## src/spi_port_pkg.sv

```systemverilog
// constants, field layouts and carrier structs for the serial port.
// assumes one 200 MHz clock and control bits driven by local logic.
package spi_port_pkg;

	localparam int WORD_BITS = 16;
	localparam int ROLE_BIT = 0;
	localparam int PHASE_BIT = 16;
	localparam int POLARITY_BIT = 17;
	localparam int PRESCALE_LSB = 8;
	localparam int PRESCALE_MSB = 15;
	localparam int CLK_PERIOD_PS = 5000;
	localparam int MIN_SCLK_NS = 25;
	// least sclk period in clock cycles meeting the 25 ns floor, rounded up
	localparam int MIN_SCLK_CYC = (MIN_SCLK_NS * 1000 + CLK_PERIOD_PS - 1)
		/ CLK_PERIOD_PS;
	localparam logic [31:0] GLOBAL_CTRL_RST = 32'h0000_0000;
	localparam logic [31:0] FORMAT_RST = 32'h0000_0000;
	localparam logic [7:0] PRESCALE_ZERO_DIV = 8'h01;
	localparam logic [7:0] SEL_SETUP_EXTRA = 8'h02;
	localparam logic [7:0] SEL_SETUP_EXTRA_HOLD = 8'h03;
	localparam logic [7:0] SEL_RELEASE_EXTRA = 8'h01;
	localparam int FIFO_DEPTH = 16;

	// delay register fields
	typedef struct packed {
		logic [7:0] select_to_clock_delay;
		logic [7:0] clock_to_select_delay;
	} cs_delay_reg_s;

	// serial pin group
	typedef struct packed {
		logic sclk;
		logic sclk_oe_n;
		logic sel_n;
		logic sel_oe_n;
		logic data_out;
		logic data_oe_n;
	} spi_pins_s;

endpackage

```

## src/spi_port.sv

```systemverilog
// serial port core: controller or peripheral, 16-bit words.
// assumes control words are steady while a word is on the wire and that
// the peripheral host frames each word with its own select pulse.
`timescale 1ns/100ps
module spi_port
	import spi_port_pkg::*;
#(
	parameter int FIFO_WORDS = FIFO_DEPTH
) (
	// clock and reset
	input wire logic i_clk,
	input wire logic i_nrst,
	// configuration
	input wire logic [31:0] i_global_control_reg,
	input wire logic [31:0] i_format_reg,
	input wire cs_delay_reg_s i_cs_delay_reg,
	input wire logic i_select_hold_enable,
	// words to send
	input wire logic i_tx_valid,
	input wire logic [WORD_BITS-1:0] i_tx_data,
	output logic o_tx_ready,
	// words received
	output logic o_rx_valid,
	output logic [WORD_BITS-1:0] o_rx_data,
	// status
	output logic o_busy,
	// serial pins
	input wire logic i_serial_clk_pin,
	input wire logic i_sel_n,
	input wire logic i_ctrl_out_periph_in,
	input wire logic i_periph_out_ctrl_in,
	output spi_pins_s o_pins
);
	typedef enum logic [2:0] {
		IDLE, SETUP, LEAD, TRAIL, RELEASE, PERIPH
	} phase_e;

	typedef struct packed {
		phase_e fsm;
		logic [7:0] div;
		logic [7:0] wait_cnt;
		logic [4:0] bits;
		logic [WORD_BITS-1:0] shift;
		logic samp;
		logic [1:0] sclk_sync;
		logic [1:0] sel_sync;
		logic [1:0] din_sync;
		logic sclk_prev;
		logic sel_prev;
		logic rx_valid;
		logic [WORD_BITS-1:0] rx_data;
		logic busy;
		spi_pins_s pins;
	} port_state_s;

	port_state_s st, next_st;
	logic fifo_valid, fifo_ready;
	logic [WORD_BITS-1:0] fifo_data;
	logic role_ctrl, pol, pha, tick, act_rise, act_fall, pha_eq;
	logic [7:0] half;

	spi_word_fifo #(
		.WIDTH(WORD_BITS),
		.DEPTH(FIFO_WORDS)
	) u_tx_fifo (
		.i_clk(i_clk),
		.i_nrst(i_nrst),
		.i_in_valid(i_tx_valid),
		.i_in_data(i_tx_data),
		.o_in_ready(o_tx_ready),
		.o_out_valid(fifo_valid),
		.o_out_data(fifo_data),
		.i_out_ready(fifo_ready)
	);

	assign role_ctrl = i_global_control_reg[ROLE_BIT];
	assign pol = i_format_reg[POLARITY_BIT];
	assign pha = i_format_reg[PHASE_BIT];
	assign pha_eq = (pol == pha);
	// half period; a nonzero even prescale gives a longer lowhalf
	assign half = (i_format_reg[PRESCALE_MSB:PRESCALE_LSB] == 8'h00)
		? PRESCALE_ZERO_DIV
		: 8'(({1'b0, i_format_reg[PRESCALE_MSB:PRESCALE_LSB]} + 9'h001)
		>> 1);
	assign tick = (st.div == 8'h00);
	// peripheral edges on synchronised clock
	assign act_rise = st.sclk_sync[1] && !st.sclk_prev;
	assign act_fall = !st.sclk_sync[1] && st.sclk_prev;
	assign fifo_ready = (st.fsm == IDLE && role_ctrl)
		|| (st.fsm == PERIPH && st.sel_prev && !st.sel_sync[1]);

	always_comb begin
		logic [7:0] lowhalf;
		lowhalf = (i_format_reg[PRESCALE_MSB:PRESCALE_LSB] == 8'h00)
			? PRESCALE_ZERO_DIV
			: 8'(i_format_reg[PRESCALE_MSB:PRESCALE_LSB] + 8'h01 - half);
		next_st = st;
		next_st.rx_valid = 1'b0;
		next_st.sclk_sync = {st.sclk_sync[0], i_serial_clk_pin};
		next_st.sel_sync = {st.sel_sync[0], i_sel_n};
		next_st.din_sync = {st.din_sync[0],
			role_ctrl ? i_periph_out_ctrl_in : i_ctrl_out_periph_in};
		next_st.sclk_prev = st.sclk_sync[1];
		next_st.sel_prev = st.sel_sync[1];
		next_st.div = tick ? 8'h00 : st.div - 8'h01;
		next_st.pins.sclk_oe_n = !role_ctrl;
		next_st.pins.sel_oe_n = !role_ctrl;
		next_st.pins.data_oe_n = role_ctrl ? 1'b0 : st.sel_sync[1];
		next_st.busy = (st.fsm != IDLE);
		case (st.fsm)
			IDLE: begin
				next_st.pins.sclk = pol;
				next_st.pins.sel_n = 1'b1;
				if (!role_ctrl) begin
					next_st.fsm = PERIPH;
				end else if (fifo_valid) begin
					next_st.shift = fifo_data;
					next_st.pins.sel_n = 1'b0;
					next_st.bits = 5'(WORD_BITS);
					next_st.pins.data_out = fifo_data[WORD_BITS-1];
					// select to first edge: delay + 2 (3 with hold at phase 1)
					next_st.wait_cnt = i_cs_delay_reg.select_to_clock_delay
						+ ((i_select_hold_enable && pha)
						? SEL_SETUP_EXTRA_HOLD : SEL_SETUP_EXTRA)
						- 8'h01;
					next_st.fsm = SETUP;
				end
			end
			SETUP: begin
				if (st.wait_cnt != 8'h00) begin
					next_st.wait_cnt = st.wait_cnt - 8'h01;
				end else begin
					// plus a half period before the first edge
					next_st.div = half - 8'h01;
					next_st.fsm = pha ? LEAD : TRAIL;
					next_st.samp = 1'b1;
				end
			end
			LEAD: begin
				// phase 1: leading edge launches
				if (tick) begin
					next_st.pins.sclk = !st.pins.sclk;
					next_st.div = half - 8'h01;
					if (pha && !st.samp) begin
						next_st.pins.data_out = st.shift[WORD_BITS-1];
					end else if (!pha) begin
						next_st.shift = {st.shift[WORD_BITS-2:0],
							st.din_sync[1]};
						next_st.bits = st.bits - 5'd1;
					end
					next_st.samp = 1'b0;
					next_st.fsm = TRAIL;
				end
			end
			TRAIL: begin
				if (tick) begin
					if (pha) begin
						next_st.pins.sclk = !st.pins.sclk;
						next_st.shift = {st.shift[WORD_BITS-2:0],
							st.din_sync[1]};
						next_st.bits = st.bits - 5'd1;
						next_st.div = lowhalf - 8'h01;
						next_st.fsm = (st.bits == 5'd1) ? RELEASE : LEAD;
					end else if (st.samp) begin
						// phase 0: data already out, first edge samples
						next_st.samp = 1'b0;
						next_st.pins.sclk = !st.pins.sclk;
						next_st.shift = {st.shift[WORD_BITS-2:0],
							st.din_sync[1]};
						next_st.bits = st.bits - 5'd1;
						next_st.div = lowhalf - 8'h01;
					end else begin
						next_st.pins.sclk = !st.pins.sclk;
						next_st.div = half - 8'h01;
						next_st.pins.data_out = st.shift[WORD_BITS-1];
						next_st.fsm = (st.bits == 5'd0) ? RELEASE : TRAIL;
						if (st.bits != 5'd0) begin
							next_st.samp = 1'b1;
						end
					end
					if (next_st.fsm == RELEASE) begin
						next_st.wait_cnt =
							i_cs_delay_reg.clock_to_select_delay
							+ SEL_RELEASE_EXTRA - 8'h01;
					end
				end
			end
			RELEASE: begin
				if (st.wait_cnt != 8'h00) begin
					next_st.wait_cnt = st.wait_cnt - 8'h01;
				end else begin
					next_st.pins.sel_n = 1'b1;
					next_st.rx_valid = 1'b1;
					// all sixteen samples are already shifted in
					next_st.rx_data = st.shift;
					next_st.fsm = IDLE;
				end
			end
			PERIPH: begin
				// host frames each word and waits before clocking
				if (role_ctrl) begin
					next_st.fsm = IDLE;
				end else if (st.sel_prev && !st.sel_sync[1]) begin
					next_st.bits = 5'd0;
					next_st.shift = fifo_valid ? fifo_data : '0;
					next_st.pins.data_out = fifo_valid
						? fifo_data[WORD_BITS-1] : 1'b0;
				end else if (!st.sel_sync[1]) begin
					// sample edge: falling when pol == pha
					if (pha_eq ? act_fall : act_rise) begin
						next_st.shift = {st.shift[WORD_BITS-2:0],
							st.din_sync[1]};
						next_st.bits = st.bits + 5'd1;
						if (st.bits == 5'(WORD_BITS - 1)) begin
							next_st.rx_valid = 1'b1;
							next_st.rx_data = {st.shift[WORD_BITS-2:0],
								st.din_sync[1]};
						end
					end
					// launch edge: rising when pol == pha
					if ((pha_eq ? act_rise : act_fall)
						&& (st.bits != 5'd0 || pha)) begin
						next_st.pins.data_out = st.shift[WORD_BITS-1];
					end
				end
			end
			default: begin
				next_st.fsm = IDLE;
			end
		endcase
	end

	always_ff @(posedge i_clk or negedge i_nrst) begin
		if (!i_nrst) begin
			st <= '0;
			st.fsm <= IDLE;
			st.pins.sel_n <= 1'b1;
			st.pins.sclk_oe_n <= 1'b1;
			st.pins.sel_oe_n <= 1'b1;
			st.pins.data_oe_n <= 1'b1;
			st.sel_sync <= 2'b11;
			st.sel_prev <= 1'b1;
		end else begin
			st <= next_st;
		end
	end

	assign o_rx_valid = st.rx_valid;
	assign o_rx_data = st.rx_data;
	assign o_busy = st.busy;
	assign o_pins = st.pins;
endmodule

```

## src/spi_word_fifo.sv

```systemverilog
// synchronous word fifo with valid/ready on both sides.
// assumes a single clock; full and empty are exact.
`timescale 1ns/100ps
module spi_word_fifo #(
	parameter int WIDTH = 16,
	parameter int DEPTH = 16
) (
	// clock and reset
	input wire logic i_clk,
	input wire logic i_nrst,
	// fill side
	input wire logic i_in_valid,
	input wire logic [WIDTH-1:0] i_in_data,
	output logic o_in_ready,
	// drain side
	output logic o_out_valid,
	output logic [WIDTH-1:0] o_out_data,
	input wire logic i_out_ready
);
	localparam int AW = $clog2(DEPTH);

	typedef struct packed {
		logic [AW-1:0] wr;
		logic [AW-1:0] rd;
		logic [AW:0] count;
	} fifo_state_s;

	fifo_state_s st, next_st;
	logic [WIDTH-1:0] mem [DEPTH];
	logic push, pop;

	// count is one bit wider than the pointers so a full fifo is visible
	assign o_in_ready = (st.count != (AW+1)'(DEPTH));
	assign o_out_valid = (st.count != '0);
	assign o_out_data = mem[st.rd];
	assign push = i_in_valid && o_in_ready;
	assign pop = o_out_valid && i_out_ready;

	always_comb begin
		next_st = st;
		if (push) begin
			next_st.wr = (st.wr == AW'(DEPTH - 1)) ? '0 : st.wr + 1'b1;
		end
		if (pop) begin
			next_st.rd = (st.rd == AW'(DEPTH - 1)) ? '0 : st.rd + 1'b1;
		end
		if (push && !pop) begin
			next_st.count = st.count + 1'b1;
		end else if (pop && !push) begin
			next_st.count = st.count - 1'b1;
		end
	end

	always_ff @(posedge i_clk or negedge i_nrst) begin
		if (!i_nrst) begin
			st <= '0;
		end else begin
			st <= next_st;
		end
	end

	// storage needs no reset; reads only reach written words
	always_ff @(posedge i_clk) begin
		if (push) begin
			mem[st.wr] <= i_in_data;
		end
	end
endmodule
```

## config.mk

```make
export PLATFORM = sky130hd
export DESIGN_NAME = spi_port
export DESIGN_NICKNAME = d
export VERILOG_FILES = /design/src/spi_port_pkg.sv /design/src/spi_port.sv /design/src/spi_word_fifo.sv
export SDC_FILE = /design/constraint.sdc
export NUM_CORES = 1
export LEC_CHECK = 0
export ABC_AREA = 1
export BUFFER_PORTS_ARGS = -buffer_cell sky130_fd_sc_hd__buf_2
export CAP_MARGIN = 20
export CORE_MARGIN = 2
export CORE_UTILIZATION = 60
export CTS_CLUSTER_DIAMETER = 60
export CTS_CLUSTER_SIZE = 30
export DETAILED_ROUTE_END_ITERATION = 8
export HOLD_SLACK_MARGIN = 0.03
export PLACE_DENSITY = 0.8
export SYNTH_ARGS = -nofsm -noshare
export SYNTH_HDL_FRONTEND = slang
export SYNTH_SLANG_ARGS = --single-unit
```

## constraint.sdc

```tcl
create_clock -name i_clk -period 2.5 [get_ports i_clk]
set_input_delay 0.375 -clock i_clk [delete_from_list [all_inputs] [get_ports i_clk]]
set_output_delay 0.375 -clock i_clk [all_outputs]
set_load 0.01 [all_outputs]
```

# After elaboration in Yosys (flattened, before gate mapping)
# Memory sizes are Yosys's and may differ from the RTL's.
# Index checks and enable logic that the tools add are counted.
classes:
  reduce_logical: 48
  n_mux: 77
  n_eq_ne: 37
  addsub: 17
ops:
  columns: ["operator", "n"]
  rows:
  - ["$mux W21", 8]
  - ["$mux W17", 6]
  - ["$pmux W21 S4", 1]
  - ["$mux W29", 2]
  - ["$mux W11", 5]
  - ["$mux W8", 6]
  - ["$pmux W8 S3", 2]
  - ["$sub A8 B1 Y8 const B", 6]
  - ["$mux W41", 1]
  - ["$pmux W17 S2", 1]
  - ["$ne A2 B2 Y1 const B", 16]
  - ["$mux W1", 27]
  - ["$mux W22", 1]
  - ["$reduce_and A11 Y1", 2]
  - ["$mux W3", 7]
  - ["$pmux W3 S6", 1]
  - ["$add A8 B1 Y8 const B", 2]
  - ["$logic_not A8 Y1", 2]
  - ["$mux W16", 1]
  - ["$logic_and A1 B1 Y1", 13]
  - ["$reduce_and A6 Y1", 2]
  - ["$add A5 B1 Y5 const B", 2]
  - ["$mux W5", 2]
  - ["$reduce_bool A5 Y1", 2]
  - ["other kinds (33)", 61]
word_totals:
  ramBits: 256
  mem_count: 1
  ff_bits: 85
mem_list:
  columns: ["memory", "words", "word_bits", "read_ports", "rd_ports_with_merged_regs", "write_ports", "line_no", "text"]
  rows:
  - ["u_tx_fifo.mem", 16, 16, 1, 0, 1, "spi_word_fifo.sv:29", "logic [WIDTH-1:0] mem [DEPTH];"]

# Longest topological paths before layout
# Gate-level depths: netlist (run 1).
logic_depth:
  ltp_word: 13
  depth_mapped: 24

# By module
# From an unflattened synthesis (run 1), not the netlist that was laid out.
hier_totals:
  hier_cells: 1990
  hier_area_um2: 17433.0
modules_own_cells:
  columns: ["mod", "instances", "area_per_inst_um2", "cells_per_inst"]
  rows:
  - ["spi_word_fifo", 1, 12034.0, 1215]
  - ["spi_port", 1, 5398.9, 775]

# Worst setup path after synthesis (run 1)
# OpenSTA, ideal clock, no wires.
synth_path:
  path_type: "input-to-reg"
  from: "input i_format_reg[8]"
  to: "register st[68] (netlist name)"
  arrival_ns: 2.653
  path_buffers: 0
  path_slack_ns: -0.221
  required_ns: 2.431
  stages: 21
  setup_time_ns: 0.069
  path_cell_list: "ha_1 -> xnor2_1 -> nor2_1 -> inv_1 -> nor2_1 -> inv_1 -> nand2_1 -> ha_1 -> inv_1 -> fa_1 -> inv_1 -> or2_2 -> nand2_1 -> nor2_1 -> inv_1 -> nand3_1 -> nor2_1 -> nand2_1 -> xor2_1 -> nand3_1 -> nand3_1"
synth_lines:
  columns: ["element", "line_no", "text"]
  rows:
  - ["from (decl)", "spi_port.sv:15", "input wire logic [31:0] i_format_reg,"]
  - ["to (signal assigned)", "spi_port.sv:244", "st <= next_st;"]
  - ["to (decl)", "spi_port.sv:56", "port_state_s st, next_st;"]

# Worst setup path in the final report (run 1)
layout_path:
  from: "register u_tx_fifo.st[3] (netlist name)"
  to: "memory u_tx_fifo.mem[8][0], enable pin"
layout_via:
  elab_chain_len: 4
layout_lines:
  columns: ["element", "line_no", "text"]
  rows:
  - ["from (decl)", "spi_word_fifo.sv:28", "fifo_state_s st, next_st;"]
  - ["from (signal assigned)", "spi_word_fifo.sv:58", "st <= next_st;"]
  - ["$ne A5 B5 Y1", "spi_word_fifo.sv:33", "assign o_in_ready = (st.count != (AW+1)'(DEPTH));"]
  - ["$logic_and A1 B1 Y1", "spi_word_fifo.sv:36", "assign push = i_in_valid && o_in_ready;"]
  - ["net u_tx_fifo.push", "spi_word_fifo.sv:30", "logic push, pop;"]
  - ["$mux W1", "spi_word_fifo.sv:64", "if (push) begin"]
  - ["$mux W1 (not written as such)", "spi_word_fifo.sv:65", "mem[st.wr] <= i_in_data;"]
  - ["to (decl)", "spi_word_fifo.sv:29", null]
# The timed path passes the listed nets, and every way through them passes these cells.

==> results of run 1 <==
## registers in the layout (all words and copies together) (netlist names)
name	count
o_pins	5
next_st	5
o_rx_valid	1
u_tx_fifo.st	13
o_rx_data	16
st	44
o_busy	1
u_tx_fifo.mem	256
## layer usage
| layer | wire length [µm] | global-route usage |
|---|---|---|
| met3 | 2870 | 0.0381 |
| met5 | 13 | 0 |
| met4 | 1570 | 0.107 |
| met2 | 19600 | 0.485 |
| met1 | 15400 | 0.351 |
## logic make-up (layout without fill, tap and decap cells)
logic type | count (synthesis) | count (layout) | synth area share
other cells | 0 | 1 | 0
xor+xnor | 17 | 17 | 0.00918
compound gates | 343 | 343 | 0.123
flops | 341 | 341 | 0.605
buf+inv | 219 | 382 | 0.0601
simple gates | 646 | 646 | 0.174
fa+ha+maj | 35 | 35 | 0.0279
## synthesized netlist by cell type (3+ instances only)
master	instances
nand2_2	6
o21ai_2	4
dfrtp_1	79
nand3_2	3
dfstp_2	6
a21oi_1	37
a31oi_1	13
o21ai_0	181
nand2_1	229
ha_1	33
a22oi_1	8
o221ai_1	17
nand3_1	105
xor2_1	14
clkbuf_1	38
nor2_2	9
o22ai_1	39
edfxtp_1	256
o211ai_1	35
inv_1	117
xnor2_1	3
buf_2	20
inv_2	11
nand4_1	14
buf_6	5
nor3_1	7
nor2_4	8
buf_4	23
nor2_1	246
nand3b_1	4
or2_2	5
## area by class of cell
type                    instances  area [µm²]
well taps                     341         427
inverters                     132         507
clock buffers                  26         608
multi-input cells            1041        5600
clock inverters                14         158
repair buffers                210        1510
diodes                          1        2.50
flip-flops and latches        341        9830
fillers                      1877        8090
## worst register-to-register path, stage by stage (launching register included)
cell and delay [ps]:
dfrtp_1 370, inv_1 70, nand3_2 90, inv_1 40
nand2_1 90, nand2_2 100, clkinv_2 110, nand2_1 130
nor2_1 710, buf_4 360
## power by group through the flow
stage,registers [W],logic [W],clock network [W]
2_1_floorplan,0.00762,0.00567,0
3_5_place_dp,0.00781,0.00808,0
4_1_cts,0.00769,0.00816,0.00395
6_report,0.00771,0.00856,0.00392
5_1_grt,0.00779,0.00943,0.00414
3_3_place_gp,0.00777,0.00780,0
## how the worst max path moves through the flow
stage,endpoint,cells past startpoint
final,u_tx_fifo.mem[8][0],9
after global routing,st[69],24
after floorplan,st[68],23
after global placement,st[69],24
after detailed placement,st[69],23
after CTS,u_tx_fifo.st[4],15
## per-stage QoR
stage	hold slack, ps	setup TNS, ps	setup WS [ps]	power (W)
2_1_floorplan	79.4	-173	-59.5	0.0133
3_3_place_gp	335	-2160	-332	0.0156
3_5_place_dp	337	-2240	-403	0.0159
4_1_cts	50.1	0	16.5	0.0198
5_1_grt	71.2	-81.3	-45.1	0.0214
6_report	57.2	0	119	0.0202
## repair_timing
action / 4_1_cts / 5_1_grt
endpoints found under the hold margin: 29 / 0
buffers inserted: 0 / 11
resized for setup: 5 / 43
cloned: 0 / 0
hold buffers: 3 / 0
endpoints found under the setup margin: 2 / 15
pin swaps: 1 / 19
==> metrics, run 1 <==
VDD IR-drop max=0.813 mV; clock share of power=0.194; Inst Count DP=2,050; synth-to-layout area growth=14.9%; HP Start=i_ctrl_out_periph_in; Final Wtd Congestion=0.842; # DRC=0; post-synthesis instance total=1,601; Synthesized Nets=1,740; Critical Path Sink Type=flop; post-DP HPWL=26.4 mm; #FFs+latches synth=341; Least-Margin Pin Slew=904 ps; vias in the first global route=12,300; wire per inst=18.8 µm; Setup-failing EPs final=0; largest fanout on the critical path=10; root buffer cell=clkbuf_16; Netlist cell types=50; Seq pwr share=0.382; CP max-delay cell=nor2_1; hold path depth=3; fin area=0.0186 mm²; outcome=completed; Switch Pwr=0.00821 W; worst hold-check path type=input port to flop; Yosys top cell by area=edfxtp_1; commonest non-fill, non-tap cell in the layout=edfxtp_1; pwr dens=1080 mW/mm²; die extent in x=168 µm; Synthesis Warnings=0; Fmax=0.420 GHz; placed cell areas=0.0176 mm²; residual antenna-violating net count after detailed routing=0; worst hold endpoint=next_st[27]; final net count=1,887; share of cells above drive strength 1=0.200; Final Hold Viols=0; arrival time worst endpoint=2630 ps; GRT Residual Overflow=0; Required @ worst endpoint=2750 ps; first-pass GRT wire length=61.8 mm; fin crit period=2380 ps; Clock Latency Late Sink=560 ps; Die Area=0.0284 mm²; I/O Pins=129; asr flop ratio synth=0.249; worst setup path start=u_tx_fifo.st[3]; initial drt markers=1,151; Routed WL=39.5 mm; Initial Util=0.607; cell internal pwr=0.0120 W; RSZ-0062 raised after global routing=true; clock buffer depth=3; Avg Synthesized Cell Area=10.1 µm²; Final Non-Filler Cells=2,106; top_reg_cell synth=edfxtp_1; GRT Resource Usage Total=0.277; period utilization=0.952; die height=168 µm; R2R Path End=u_tx_fifo.mem[8][0]; crit-path max cell delay=710 ps; max-slew violations=0; leak pwr=7.41 nW; clk slew on worst S/H paths=100 ps; TritonCTS clock tree=built; Buf/Inv on CP=4; post-synthesis sequential area ratio=0.605; Cell Rows=60; vias per std cell=5.92; Comb power frac=0.424; Slew headroom=0.395; CTS Buf Count=22; Syn Std Cell Area=0.0162 mm²; CP Cell Sequence=inv_1, nand3_2, inv_1, nand2_1, nand2_2, clkinv_2, nand2_1, nor2_1, buf_4; max-cap violations=0; CTS sink cnt=341; CTS H-Tree Depth=1; largest net degree at the start of global routing=87; r2r worst-path depth=9; Synth area leaders=edfxtp_1 47%, dfrtp_1 12%, nor2_1 5.7%, o21ai_0 5.6%, nand2_1 5.3%; 1st-pass router iterations=5; Post-synth EDFFs=256; Std-Cell Core Area=0.0267 mm²; most frequent cells in the layout=256 x edfxtp_1, 235 x nor2_1, 224 x nand2_1, 179 x o21ai_0, 126 x buf_4; Final Core Density=0.697; final setup skew=38.1 ps; Worst Setup Start Kind=flop; PortBufs=75; switching share of total power=0.407; CP Class=flop to flop; initial antenna violation count=2; via count=12,500; setup slack, reg-to-reg=120 ps; RR Startpoint=u_tx_fifo.st[3]; kind of cell adding the most delay to the critical path=simple AND/OR/NAND/NOR gates; Yosys top cell area share=0.474
No activity file was read; power rests on OpenSTA's default activity.
==> run 2, diff against run 1 <==
Settings changed: ABC_AREA 1 to default, SYNTH_HIERARCHICAL from default to 1.
==> run 2 against run 1 <==
Net effect: the flow now finishes with violations (setup timing); global-route usage up 0.67 points; highest routed layer unchanged; fmax down 18%; register-to-register slack worse by 160 ps; synthesized cell count down 28%.
==> metrics, run 2 <==
post-synthesis sequential area ratio=0.612; Final Hold Viols=0; clock buffer depth=3; Final Wtd Congestion=0.871; HP Start=i_ctrl_out_periph_in; Required @ worst endpoint=2960 ps; most common cell in the netlist=edfxtp_1; Routed WL=40.5 mm; Syn Std Cell Area=0.0161 mm²; period utilization=1.17; largest net degree at the start of global routing=41; die height=168 µm; VDD IR-drop max=0.743 mV; GRT Resource Usage Total=0.283; Fmax=0.343 GHz; violated checks=setup timing; leak pwr=7.12 nW; GRT Residual Overflow=0; post-synthesis instance total=1,146; I/O Pins=129; via count=10,800; Least-Margin Pin Slew=905 ps; most frequent cells in the layout=256 x edfxtp_1, 117 x buf_4, 104 x nand2_1, 76 x dfrtp_1, 72 x buf_2; worst hold endpoint=next_st[27]; RSZ-0062 raised after global routing=true; fin crit period=2920 ps; Clock Latency Late Sink=570 ps; Netlist cell types=93; Cell Rows=59; final worst slack=-419 ps; Slew headroom=0.396; Yosys top cell by area=edfxtp_1; clk slew on worst S/H paths=70 ps; die extent in x=168 µm; Die Area=0.0281 mm²; arrival time worst endpoint=3380 ps; wire per inst=24.3 µm; Synth top cells by count=256 x edfxtp_1, 104 x nand2_1, 79 x dfrtp_1, 64 x mux4_2, 58 x nor2_1; final setup skew=43.3 ps; initial antenna violation count=3; Synthesized Nets=1,286; Worst Setup Start Kind=input port; CTS H-Tree Depth=1; Yosys top cell area share=0.479; top_reg_cell synth=edfxtp_1; worst hold-check path type=input port to flop; placed cell areas=0.0175 mm²; share of cells above drive strength 1=0.329; fin area=0.0189 mm²; Avg Synthesized Cell Area=14.0 µm²; pwr dens=1060 mW/mm²; PortBufs=75; Final Core Density=0.723; Setup TNS=-1360 ps; Initial Util=0.613; max-cap violations=0; TritonCTS clock tree=built; commonest non-fill, non-tap cell in the layout=edfxtp_1; Synthesis Warnings=6; final net count=1,449; Synth area leaders=edfxtp_1 48%, dfrtp_1 12%, mux4_2 9.0%, ha_1 2.6%, nand2_1 2.4%; outcome=complete, but fails checks; #FFs+latches synth=341; vias per std cell=6.49; asr flop ratio synth=0.249; Critical Path Sink Type=flop; Setup-failing EPs final=6; root buffer cell=clkbuf_16; CP Class=input port to flop; residual antenna-violating net count after detailed routing=0; post-DP HPWL=24.9 mm; 1st-pass router iterations=8; hold path depth=2; initial drt markers=1,158; CTS Buf Count=27; Std-Cell Core Area=0.0262 mm²; # DRC=0; largest reg by FF count=u_tx_fifo/mem; synth-to-layout area growth=17.9%; CTS sink cnt=341; largest fanout on the critical path=4; RR Startpoint=u_tx_fifo/st[2]; r2r worst-path depth=9; Post-synth EDFFs=256; first-pass GRT wire length=60.9 mm; setup slack, reg-to-reg=-40 ps; vias in the first global route=10,800; R2R Path End=u_tx_fifo/st[4]; diode count=0; max-slew violations=0; max FFs per register=256
## run 2: critical path: stages
cell and delay [ps]:
buf_8 90, inv_6 30, ha_4 140, nor4b_4 120, nand2_1 100, nand2_1 60, mux2_4 280, inv_2 70
ha_4 190, inv_2 60, ha_4 130, inv_2 30, fa_2 370, nand2b_4 170, a21oi_4 200, xor2_2 140
o211a_1 260, o31ai_4 280, nor4_2 70, a211oi_2 220
## run 2: how the worst max path moves through the flow
stage | startpoint | to | depth (start not counted)
floorplan | i_format_reg[8] | st[68] | 14
global placement | i_format_reg[9] | st[68] | 20
detailed placement | i_format_reg[9] | st[68] | 20
CTS | i_format_reg[9] | st[69] | 21
global route | i_format_reg[9] | st[68] | 20
finish | i_format_reg[9] | st[68] | 20
## run 2: what timing repair did
| item | in CTS | in global routing |
|---|---|---|
| buffers inserted | 10 | 7 |
| hold endpoints to repair | 40 | 0 |
| setup endpoints to repair | 18 | 21 |
| gates resized for setup | 25 | 24 |
| hold buffers | 3 | 0 |
| pin swaps | 20 | 14 |
## run 2: power breakdown
| part | total (W) | switching (W) | internal, W |
|---|---|---|---|
| combinational | 0.00765 | 0.00424 | 0.00341 |
| clock | 0.00451 | 0.00234 | 0.00217 |
| sequential | 0.00788 | 0.000851 | 0.00703 |
## run 2: kinds of logic (layout without fill, tap and decap cells)
kind of cell	count (synthesis)	after routing	synth area share
compound gates	252	252	0.111
xor+xnor	36	36	0.0201
fa+ha+maj	36	36	0.0290
buf+inv	129	312	0.0421
flops	341	341	0.612
mux	80	80	0.100
simple gates	272	272	0.0863
## run 2: final cells by class
class	count	area, µm²
inverter	49	191
timing repair buffer	214	1620
clock buffer	28	679
multi-input combinational	676	5920
fill	1598	7270
sequential	341	9830
tap	335	419
clock inverter	21	277
## run 2: per-layer routing
layer | track usage | vias to the layer above | share of wire
met5 | 0 | - | 0.00067
met4 | 0.102 | 4 | 0.030
met3 | 0.0598 | 103 | 0.097
met2 | 0.458 | 592 | 0.49
met1 | 0.386 | 5384 | 0.38
li1 | - | 4722 | -
## run 2: per-stage QoR
stage / instances / total power [W] / hold slack (ps) / setup slack [ps]
2_1_floorplan: 1146 / 0.0129 / 79.4 / -816
6_report: 1664 / 0.0200 / 66.8 / -419
3_5_place_dp: 1592 / 0.0150 / 338 / -1020
3_3_place_gp: 1588 / 0.0147 / 339 / -947
5_1_grt: 1664 / 0.0209 / 67.7 / -541
4_1_cts: 1652 / 0.0197 / 55.8 / -325
